===== config.mk =====
export PLATFORM = sky130hd
export DESIGN_NAME = ssw_supervisor
export DESIGN_NICKNAME = d
export VERILOG_FILES = /design/src/ssw_pkg.sv /design/src/ssw_supervisor.sv
export SDC_FILE = /design/constraint.sdc
export NUM_CORES = 1
export LEC_CHECK = 0
export BUFFER_PORTS_ARGS = -buffer_cell sky130_fd_sc_hd__buf_2
export CORE_UTILIZATION = 40
export CTS_CLUSTER_SIZE = 14
export DETAILED_ROUTE_END_ITERATION = 6
export PLACE_DENSITY_LB_ADDON = 0.05
export SLEW_MARGIN = 40
export SYNTH_ARGS = -nofsm -noshare
export SYNTH_HDL_FRONTEND = slang
export SYNTH_SLANG_ARGS = --single-unit

===== constraint.sdc =====
create_clock -name clk -period 4.1 [get_ports clk]
set_clock_uncertainty 0.1 [all_clocks]
set_input_delay 0.82 -clock clk [delete_from_list [all_inputs] [get_ports clk]]
set_output_delay 0.82 -clock clk [all_outputs]
set_load 0.05 [all_outputs]

===== src/ssw_pkg.sv =====
// Shared constants and carrier types for the supply supervisor block.
// Assumes a 100 MHz system clock and comparator results arriving as logic levels.
package ssw_pkg;

    // Clock rate and time base
    localparam int unsigned SSW_CLK_MHZ       = 100;
    localparam int unsigned SSW_CYC_PER_MS    = SSW_CLK_MHZ * 1000;
    // Reset stretch, typical figures (both above the 35 ms and 140 ms minimums)
    localparam int unsigned SSW_STRETCH_SHORT_MS = 50;
    localparam int unsigned SSW_STRETCH_LONG_MS  = 200;
    // Watchdog timeouts in ms
    localparam int unsigned SSW_WD_LONG_MS    = 1600;
    localparam int unsigned SSW_WD_SHORT_MS   = 100;
    // External time base: prescale and fixed counts of divided ticks
    localparam int unsigned SSW_EXT_DIV       = 64;
    localparam logic [5:0]  SSW_EXT_DIV_LAST  = 6'(SSW_EXT_DIV - 1);
    localparam logic [27:0] SSW_EXT_STRETCH   = 28'h0000010;
    localparam logic [27:0] SSW_EXT_WD_LONG   = 28'h0000200;
    localparam logic [27:0] SSW_EXT_WD_SHORT  = 28'h0000020;

    // Register map, byte addresses
    localparam logic [7:0]  SSW_CTRL_ADDR     = 8'h00;
    localparam logic [7:0]  SSW_STATUS_ADDR   = 8'h04;
    localparam int unsigned SSW_CTRL_LONG_BIT = 0;
    localparam logic        SSW_CTRL_RESET    = 1'b0;

    // Reset sequencer phases
    typedef enum logic [1:0] {
        SSW_HOLD,
        SSW_STRETCH,
        SSW_RUN
    } ssw_phase_t;

    // Comparator results
    typedef struct packed {
        logic supplyLow;    // Main supply below reset threshold
        logic backup;       // Switchover comparator: on backup supply
        logic pfAbove;      // Power-fail sense above reference
    } ssw_sense_t;

    // APB request from the master
    typedef struct packed {
        logic        psel;
        logic        penable;
        logic        pwrite;
        logic [7:0]  paddr;
        logic [31:0] pwdata;
    } ssw_apb_req_t;

    // Pin outputs of the supervisor
    typedef struct packed {
        logic resetN;
        logic supplyOk;
        logic expiryN;
        logic powerFailFlag;
        logic backupActive;
        logic memSelectOutN;
    } ssw_pins_t;

endpackage


===== src/ssw_supervisor.sv =====
// Digital core of a processor supply supervisor with watchdog and memory gating.
// Assumes all pin inputs synchronous to clk except the comparator results.
//
// The address map and the APB register port were chosen for this implementation.
`timescale 1ns/100ps

module ssw_supervisor
    import ssw_pkg::*;
#(
    parameter int unsigned STRETCH_SHORT_CYC = SSW_STRETCH_SHORT_MS * SSW_CYC_PER_MS,
    parameter int unsigned STRETCH_LONG_CYC  = SSW_STRETCH_LONG_MS * SSW_CYC_PER_MS,
    parameter int unsigned WD_LONG_CYC       = SSW_WD_LONG_MS * SSW_CYC_PER_MS,
    parameter int unsigned WD_SHORT_CYC      = SSW_WD_SHORT_MS * SSW_CYC_PER_MS
) (
    input  wire logic              clk,
    input  wire logic              rst_n,
    input  wire ssw_pkg::ssw_sense_t sense,
    input  wire logic              kickHigh,
    input  wire logic              kickLow,
    input  wire logic              timebaseSelect,
    input  wire logic              timebaseInput,
    input  wire logic              memSelectInN,
    input  wire ssw_pkg::ssw_apb_req_t apbReq,
    output logic [31:0]            prdata,
    output logic                   pready,
    output logic                   pslverr,
    output ssw_pkg::ssw_pins_t     pins,
    output logic                   resetHigh
);
    import ssw_pkg::*;

    // Complete state of the block
    typedef struct packed {
        ssw_sense_t  syncA;
        ssw_sense_t  syncB;
        ssw_phase_t  phase;
        logic [27:0] cnt;
        logic [27:0] wdCnt;
        logic [1:0]  kickPrev;
        logic        firstPeriod;
        logic        expired;
        logic        internalTb;
        logic        tbPrev;
        logic [5:0]  div;
        logic        longVariant;
        logic [31:0] rdata;
        logic        rerr;
        ssw_pins_t   pins;
    } ssw_state_t;

    ssw_state_t st;
    ssw_state_t next_st;

    logic        bad;
    logic        tick;
    logic        kickFloat;
    logic        kickEdge;
    logic [27:0] stretchLimit;
    logic [27:0] wdLimit;
    logic        setupRd;
    logic        accessWr;

    // Supply faults and kick decoding
    always_comb begin
        bad       = st.syncB.supplyLow | st.syncB.backup;
        kickFloat = ~kickHigh & ~kickLow;
        kickEdge  = (st.kickPrev != {kickHigh, kickLow});
    end

    // Count limits; the long timeout also covers the first period after reset
    always_comb begin
        if (st.internalTb) begin
            stretchLimit = st.longVariant ? 28'(STRETCH_LONG_CYC)
                                          : 28'(STRETCH_SHORT_CYC);
            if (st.firstPeriod || timebaseInput) begin
                wdLimit = 28'(WD_LONG_CYC);
            end else begin
                wdLimit = 28'(WD_SHORT_CYC);
            end
        end else begin
            stretchLimit = SSW_EXT_STRETCH;
            wdLimit      = st.firstPeriod ? SSW_EXT_WD_LONG : SSW_EXT_WD_SHORT;
        end
    end

    // One tick per clock, or per 64 external rising edges
    always_comb begin
        if (st.internalTb) begin
            tick = 1'b1;
        end else begin
            tick = timebaseInput & ~st.tbPrev & (st.div == SSW_EXT_DIV_LAST);
        end
    end

    // APB phases
    always_comb begin
        setupRd  = apbReq.psel & ~apbReq.penable;
        accessWr = apbReq.psel & apbReq.penable & apbReq.pwrite;
    end

    // Next-state logic
    always_comb begin
        next_st = st;
        // Two-stage synchroniser; first stage feeds only the second
        next_st.syncA = sense;
        next_st.syncB = st.syncA;

        // Time-base inputs are frozen while on backup supply
        if (!st.syncB.backup) begin
            next_st.internalTb = timebaseSelect;
            next_st.tbPrev     = timebaseInput;
            if (timebaseInput && !st.tbPrev && !st.internalTb) begin
                next_st.div = st.div + 6'h01;
            end
        end

        // Reset sequencer and watchdog
        case (st.phase)
            SSW_HOLD: begin
                next_st.cnt = '0;
                if (!bad) begin
                    next_st.phase = SSW_STRETCH;
                end
            end
            SSW_STRETCH: begin
                if (bad) begin
                    next_st.phase = SSW_HOLD;
                end else if (tick) begin
                    if (st.cnt >= stretchLimit - 28'h0000001) begin
                        next_st.phase       = SSW_RUN;
                        next_st.firstPeriod = 1'b1;
                        next_st.wdCnt       = '0;
                    end else begin
                        next_st.cnt = st.cnt + 28'h0000001;
                    end
                end
            end
            SSW_RUN: begin
                if (bad) begin
                    next_st.phase = SSW_HOLD;
                    // Clear now so no count outlives the run
                    next_st.wdCnt = '0;
                end else if (kickFloat) begin
                    next_st.wdCnt = '0;
                end else if (kickEdge) begin
                    next_st.wdCnt       = '0;
                    next_st.firstPeriod = 1'b0;
                end else if (tick) begin
                    if (st.wdCnt >= wdLimit - 28'h0000001) begin
                        next_st.expired = 1'b1;
                        next_st.phase   = SSW_STRETCH;
                        next_st.cnt     = '0;
                        next_st.wdCnt   = '0;
                    end else begin
                        next_st.wdCnt = st.wdCnt + 28'h0000001;
                    end
                end
            end
            default: begin
                next_st.phase = SSW_HOLD;
            end
        endcase

        // Counter stays clear outside the running phase
        if (st.phase != SSW_RUN) begin
            next_st.wdCnt = '0;
        end
        if (!st.syncB.backup) begin
            next_st.kickPrev = {kickHigh, kickLow};
        end

        // Expiry clears on kick edge or supply drop; a new expiry wins
        if ((kickEdge && !st.syncB.backup) || bad) begin
            next_st.expired = 1'b0;
        end
        if (st.phase == SSW_RUN && !bad && !kickFloat && !kickEdge && tick
            && st.wdCnt >= wdLimit - 28'h0000001) begin
            next_st.expired = 1'b1;
        end

        // Registered pin outputs
        next_st.pins.resetN        = (next_st.phase == SSW_RUN);
        next_st.pins.supplyOk      = ~bad;
        next_st.pins.expiryN       = ~next_st.expired;
        next_st.pins.powerFailFlag = st.syncB.pfAbove & ~st.syncB.backup;
        next_st.pins.backupActive  = st.syncB.backup;
        next_st.pins.memSelectOutN = bad ? 1'b1 : memSelectInN;

        // Register writes take effect in the access phase
        if (accessWr && apbReq.paddr == SSW_CTRL_ADDR) begin
            next_st.longVariant = apbReq.pwdata[SSW_CTRL_LONG_BIT];
        end

        // Read data and error are prepared in the setup phase
        if (setupRd) begin
            next_st.rdata = '0;
            next_st.rerr  = 1'b0;
            case (apbReq.paddr)
                SSW_CTRL_ADDR: begin
                    next_st.rdata[SSW_CTRL_LONG_BIT] = st.longVariant;
                end
                SSW_STATUS_ADDR: begin
                    next_st.rdata[9:0] = {st.firstPeriod, st.internalTb,
                                          st.phase, st.pins};
                end
                default: begin
                    next_st.rerr = 1'b1;
                end
            endcase
        end
    end

    // State register
    always_ff @(posedge clk or negedge rst_n) begin
        if (!rst_n) begin
            st             <= '0;
            st.phase       <= SSW_HOLD;
            st.longVariant <= SSW_CTRL_RESET;
            st.internalTb  <= 1'b1;
            st.firstPeriod <= 1'b1;
            st.pins        <= '{resetN: 1'b0, supplyOk: 1'b0, expiryN: 1'b1,
                               powerFailFlag: 1'b0, backupActive: 1'b0,
                               memSelectOutN: 1'b1};
        end else begin
            st <= next_st;
        end
    end

    // Outputs; zero wait states, so pready stays high
    // Error shows only in the access phase, where the master samples it
    assign pins      = st.pins;
    assign resetHigh = ~st.pins.resetN;
    assign prdata    = st.rdata;
    assign pslverr   = st.rerr & apbReq.psel & apbReq.penable;
    assign pready    = 1'b1;

    // Checks
    inv_reset_a: assert property (@(posedge clk) disable iff (!rst_n)
        resetHigh == !pins.resetN) else $error("reset outputs not inverse");
    pf_backup_a: assert property (@(posedge clk) disable iff (!rst_n)
        st.syncB.backup |=> !pins.powerFailFlag) else $error("pf flag high in backup");
    pf_follow_a: assert property (@(posedge clk) disable iff (!rst_n)
        (!st.syncB.backup && st.syncB.pfAbove) |=> pins.powerFailFlag)
        else $error("pf flag not following sense");
    reset_bad_a: assert property (@(posedge clk) disable iff (!rst_n)
        bad |=> !pins.resetN) else $error("reset not asserted on bad supply");
    supply_ok_a: assert property (@(posedge clk) disable iff (!rst_n)
        bad != $past(bad) |-> ##1 pins.supplyOk == !$past(bad))
        else $error("supply ok not tracking");
    mem_gate_a: assert property (@(posedge clk) disable iff (!rst_n)
        st.syncB.supplyLow |=> pins.memSelectOutN) else $error("memory select not gated");
    // The release edge still loads reset values, so start one edge later
    sync_path_a: assert property (@(posedge clk) disable iff (!rst_n)
        rst_n |-> ##2 st.syncB == $past(sense, 2)) else $error("sense sync not two stages");
    float_clear_a: assert property (@(posedge clk) disable iff (!rst_n)
        (kickFloat && st.phase == SSW_RUN) |=> st.wdCnt == 28'h0000000)
        else $error("watchdog counts while floating");
    kick_restart_a: assert property (@(posedge clk) disable iff (!rst_n)
        (kickEdge && st.phase == SSW_RUN && !bad) |=> st.wdCnt == 28'h0000000 && pins.expiryN)
        else $error("kick edge did not restart");
    expire_reset_a: assert property (@(posedge clk) disable iff (!rst_n)
        $fell(pins.expiryN) |-> !pins.resetN) else $error("expiry without reset");
    first_long_a: assert property (@(posedge clk) disable iff (!rst_n)
        $rose(pins.resetN) |-> st.firstPeriod
            && (!st.internalTb || wdLimit == 28'(WD_LONG_CYC)))
        else $error("first period not long");

    // Reset stays low for the whole stretch, including a watchdog pulse
    stretch_hold_a: assert property (@(posedge clk) disable iff (!rst_n)
        st.phase == SSW_STRETCH |-> !pins.resetN)
        else $error("reset released during stretch");
    wd_pulse_a: assert property (@(posedge clk) disable iff (!rst_n)
        $fell(pins.expiryN) |-> st.phase == SSW_STRETCH && st.cnt == 28'h0000000)
        else $error("expiry did not start a stretch");

    // Supply-ok rises at once while reset still stretches
    ok_early_a: assert property (@(posedge clk) disable iff (!rst_n)
        (rst_n && $fell(bad)) |=> pins.supplyOk && !pins.resetN)
        else $error("supply ok waited for stretch");

    // Counter stays clear whenever the processor is held in reset
    wd_idle_a: assert property (@(posedge clk) disable iff (!rst_n)
        st.phase != SSW_RUN |=> st.wdCnt == 28'h0000000)
        else $error("watchdog counts outside run");
    float_quiet_a: assert property (@(posedge clk) disable iff (!rst_n)
        (kickFloat && st.phase == SSW_RUN && !bad) |=> !$fell(pins.expiryN))
        else $error("expiry while kick floating");

    // A kick edge or a supply drop lifts the expiry output
    expiry_clear_a: assert property (@(posedge clk) disable iff (!rst_n)
        ((kickEdge && !st.syncB.backup) || bad) |=> pins.expiryN)
        else $error("expiry not cleared");

    // Memory select only passes on a good supply; backup ignores inputs
    mem_follow_a: assert property (@(posedge clk) disable iff (!rst_n)
        (rst_n && !bad) |=> pins.memSelectOutN == $past(memSelectInN))
        else $error("memory select not following");
    backup_gate_a: assert property (@(posedge clk) disable iff (!rst_n)
        st.syncB.backup |=> pins.memSelectOutN && pins.expiryN)
        else $error("inputs not ignored in backup");
    backup_flag_a: assert property (@(posedge clk) disable iff (!rst_n)
        $rose(st.syncB.backup) |=> pins.backupActive)
        else $error("backup not indicated");

    // Time base: select pin, fixed external counts, prescaler wrap
    tb_select_a: assert property (@(posedge clk) disable iff (!rst_n)
        (rst_n && !st.syncB.backup) |=> st.internalTb == $past(timebaseSelect))
        else $error("time base select not taken");
    ext_stretch_a: assert property (@(posedge clk) disable iff (!rst_n)
        !st.internalTb |-> stretchLimit == SSW_EXT_STRETCH)
        else $error("external stretch count wrong");
    long_stretch_a: assert property (@(posedge clk) disable iff (!rst_n)
        (st.internalTb && st.longVariant) |-> stretchLimit == 28'(STRETCH_LONG_CYC))
        else $error("long stretch not chosen");
    short_wd_a: assert property (@(posedge clk) disable iff (!rst_n)
        (st.internalTb && !st.firstPeriod && !timebaseInput)
            |-> wdLimit == 28'(WD_SHORT_CYC))
        else $error("short timeout not chosen");
    ext_div_a: assert property (@(posedge clk) disable iff (!rst_n)
        (!st.internalTb && !st.syncB.backup && tick) |=> st.div == 6'h00)
        else $error("prescaler not wrapping on tick");

    // Main scenarios

    expiry_c: cover property (@(posedge clk) disable iff (!rst_n) $fell(pins.expiryN));
    release_c: cover property (@(posedge clk) disable iff (!rst_n) $rose(pins.resetN));
    backup_c: cover property (@(posedge clk) disable iff (!rst_n) $rose(pins.backupActive));
    ext_tick_c: cover property (@(posedge clk) disable iff (!rst_n) !st.internalTb && tick);
    float_c: cover property (@(posedge clk) disable iff (!rst_n) kickFloat && st.phase == SSW_RUN);

endmodule // ssw_supervisor


==> summary.md <==
| Metric | Value |
|---|---|
| Status | completed |
| FFs w/ async S/R, synth | 100% |
| P&R area growth vs syn | 8.91% |
| # IOs | 94 |
| Share of post-route cells with drive strength above 1 | 12.7% |
| Setup TNS Final | 0 ns |
| Hpwl dp | 9.69 mm |
| Die Y-Extent | 124 um |
| Max Cap Viol | 0 |
| Slowest cell on crit path | dfstp_2 |
| Critical Path End Type | flip-flop |
| CTS Buf Count | 9 |
| Final nets | slightly below 800 |
| Clock slew at reported path FFs | 0.07 ns |
| Yosys warns | 0 |
| Placeable Area | 14600 um2 |
| Initial DRT Pass Iterations | 4 |
| DRC viols | 0 |
| Final Hold Viols | 0 |
| Area of the mapped netlist | 5990 um2 |
| DR iter-0 viols | 287 |
| WL/cell | 15.9 um |
| Cells after Synth | about 660 |
| Initial antenna violation count | 0 |
| Dominant synthesized flop cell | dfrtp_1 |
| Minimum clock period | between 3 and 4 ns |
| Seq/Total Area, Yosys | 39.3% |
| Largest net degree at the start of global routing | 55 |
| Max stage delay on crit path | 0.61 ns |
| Commonest cells in the netlist | dfrtp_1 (90), o21ai_0 (78), ha_1 (52) |
| Initial Util | 41.1% |
| GPL Wtd Cong | 0.787 |
| Vias in the first global route | 4849 |
| Top cells by area, synth | dfrtp_1 (38%), ha_1 (11%), o21ai_0 (6.5%), buf_4 (5.3%), o31ai_1 (3.9%) |
| Fmax achieved | 265 MHz |
| CTS tree | built |
| Largest driver fanout on the critical path | 16 |
| CTS root buf | clkbuf_16 |
| CTS H-tree depth | 3 |
| # diodes | 0 |
| Critical path arrival | about 3.9 ns |
| Critical path launch point type | flip-flop |
| Gr usage total | 18.8% |
| Slew Limit Headroom | 49.6% |
| Row count | 44 |
| Clk_lat worst skew | 0.36 ns |
| Final Slew Violations | 0 |
| Yosys cell types | 66 |
| Power Total | 2.26 mW |
| DR vias | 4919 |
| Via density | ~5.6 |
| Synthesis-stage register bit count | 94 |
| Gr ovfl total | 0 |
| RSZ-0062 raised after global routing | false |
| Die area | roughly 15000 um2 |
| Die X-Extent | 124 um |
| Clk sinks | 94 |
| VDD IR max | approximately 0.00019 V |
| Max Buffers Root-to-Sink | 2 |
| First-pass GRT wire length | between 20 and 25 mm |
| Worst EP required | roughly 4.2 ns |
| Synth top area share | a little under two fifths |
| Cell with the most instances after synthesis | dfrtp_1 |
| Setup CP Type | flip-flop to flip-flop |
| Period utilization | 92.1% |
| Area leader, netlist | dfrtp_1 |
| Hold Crit Class | flip-flop to flip-flop |
| Static Leak | 2.98 nW |
| Measured slew at the worst slew-check pin | 0.749 ns |
| Mean Syn Cell Area | between 9 and 10 um2 |
| Setup-failing EPs final | 0 |
| CP Cell Sequence | nand2_1 > ha_1 > nand4_1 > or4_1 > or3_1 > o211ai_2 > nor2_2 > a21o_2 > buf_4 > o41ai_1 |
| Hold buffer count at cts | 0 |
| Flop2flop setup slack | 0.32 ns |
| Final wirelength | 13.9 mm |
| Port bufs | 39 |
| P per Cell Area | ~350 nW/um2 |
| Post-synth EDFFs | 0 |
| DRT antenna net count | 0 |
cell usage in the layout (no fill, tap or decap), drive strengths merged, types with 9 or more instances in the layout:
master,n
dfrtp,90
o21ai,81
ha,52
nor2,52
buf,50
nand2,49
conb,35
o31ai,31
nand3,30
a21oi,29
and3,19
inv,17
nand2b,13
nand4,11
nor2b,10
a22o,10
clkbuf,9
metrics by stage:
stage          instance area [um2]  worst slack (ns)  util (%)  hold WS [ns]  cells
3_5_place_dp                  6230            0.0459      42.7         0.238    859
3_3_place_gp                  6230             0.267      42.7         0.232    859
2_1_floorplan                 6120             0.555         -         0.231    689
5_1_grt                       6530            0.0314      44.8         0.271    875
4_1_cts                       6520             0.148      44.7         0.255    875
6_report                      6530             0.324      44.8         0.253    875
logic make-up (layout without fill, tap and decap cells):
logic type / Yosys count / in the layout / share of synthesized area [%]
AND/OR/NAND/NOR: 226 / 226 / 19.4
AO/OA/AOI/OAI: 193 / 193 / 20.4
flip-flops: 94 / 94 / 39.3
buffers and inverters: 76 / 78 / 7.76
adder cells (fa/ha/maj): 52 / 52 / 10.9
multiplexers: 7 / 7 / 1.29
XOR/XNOR: 6 / 6 / 0.877
other: 2 / 35 / 0.125
report_power, final:
| part | internal (mW) | switching [mW] |
|---|---|---|
| Sequential | 0.967 | 0.0396 |
| Clock | 0.427 | 0.414 |
| Combinational | 0.125 | 0.284 |
registers in the layout (all words and copies together), names as in the netlist:
signal and cells:
pins 6, next_st 4, prdata 10, st 74
per-layer routing:
metal | track usage (%) | up-vias | wire length [um] | part of all wire, %
met5 | 0 | - | 0 | 0
met4 | 7.58 | 0 | 264 | 1.9
met3 | 2.75 | 17 | 354 | 2.6
met2 | 30.6 | 79 | 6490 | 47
met1 | 25.1 | 2409 | 6770 | 49
li1 | - | 2414 | - | -
cell type report:
cell class	count	area, um2
Multi-Input combinational cell	519	3310
Inverter	12	45.0
Fill cell	1420	8060
Clock buffer	9	225
Sequential cell	94	2360
Tap cell	184	230
Timing Repair Buffer	50	293
Clock inverter	7	63.8
repair_timing:
action / 4_1_cts / 5_1_grt
resized for setup: 0 / 1
endpoints found under the setup margin: 0 / 5
setup buffers: 0 / 0
worst max-delay path, delay by kind of cell (launching register included):
family                   cells  cell delay, ns
adder cells (fa/ha/maj)      1            0.39
AND/OR/NAND/NOR              5            1.47
buffers and inverters        1            0.24
flip-flops                   1            0.61
AO/OA/AOI/OAI                3            0.84
worst paths after layout:
path,cells past startpoint,from,endpoint
setup / recovery,10,st[47]$_DFFE_PN1N_,st[69]$_DFFE_PN0P_
hold / removal,0,next_st[111]$_DFF_PN0_,next_st[1]$_DFF_PN0_
setup reg to reg,10,st[47]$_DFFE_PN1N_,st[69]$_DFFE_PN0P_
hold reg to reg,0,next_st[111]$_DFF_PN0_,next_st[1]$_DFF_PN0_
max in group asynchronous,2,rst_n,st[47]$_DFFE_PN1N_
min in group asynchronous,1,rst_n,st[75]$_DFFE_PN0P_
Note: power is estimated with default switching activity, not from simulation.
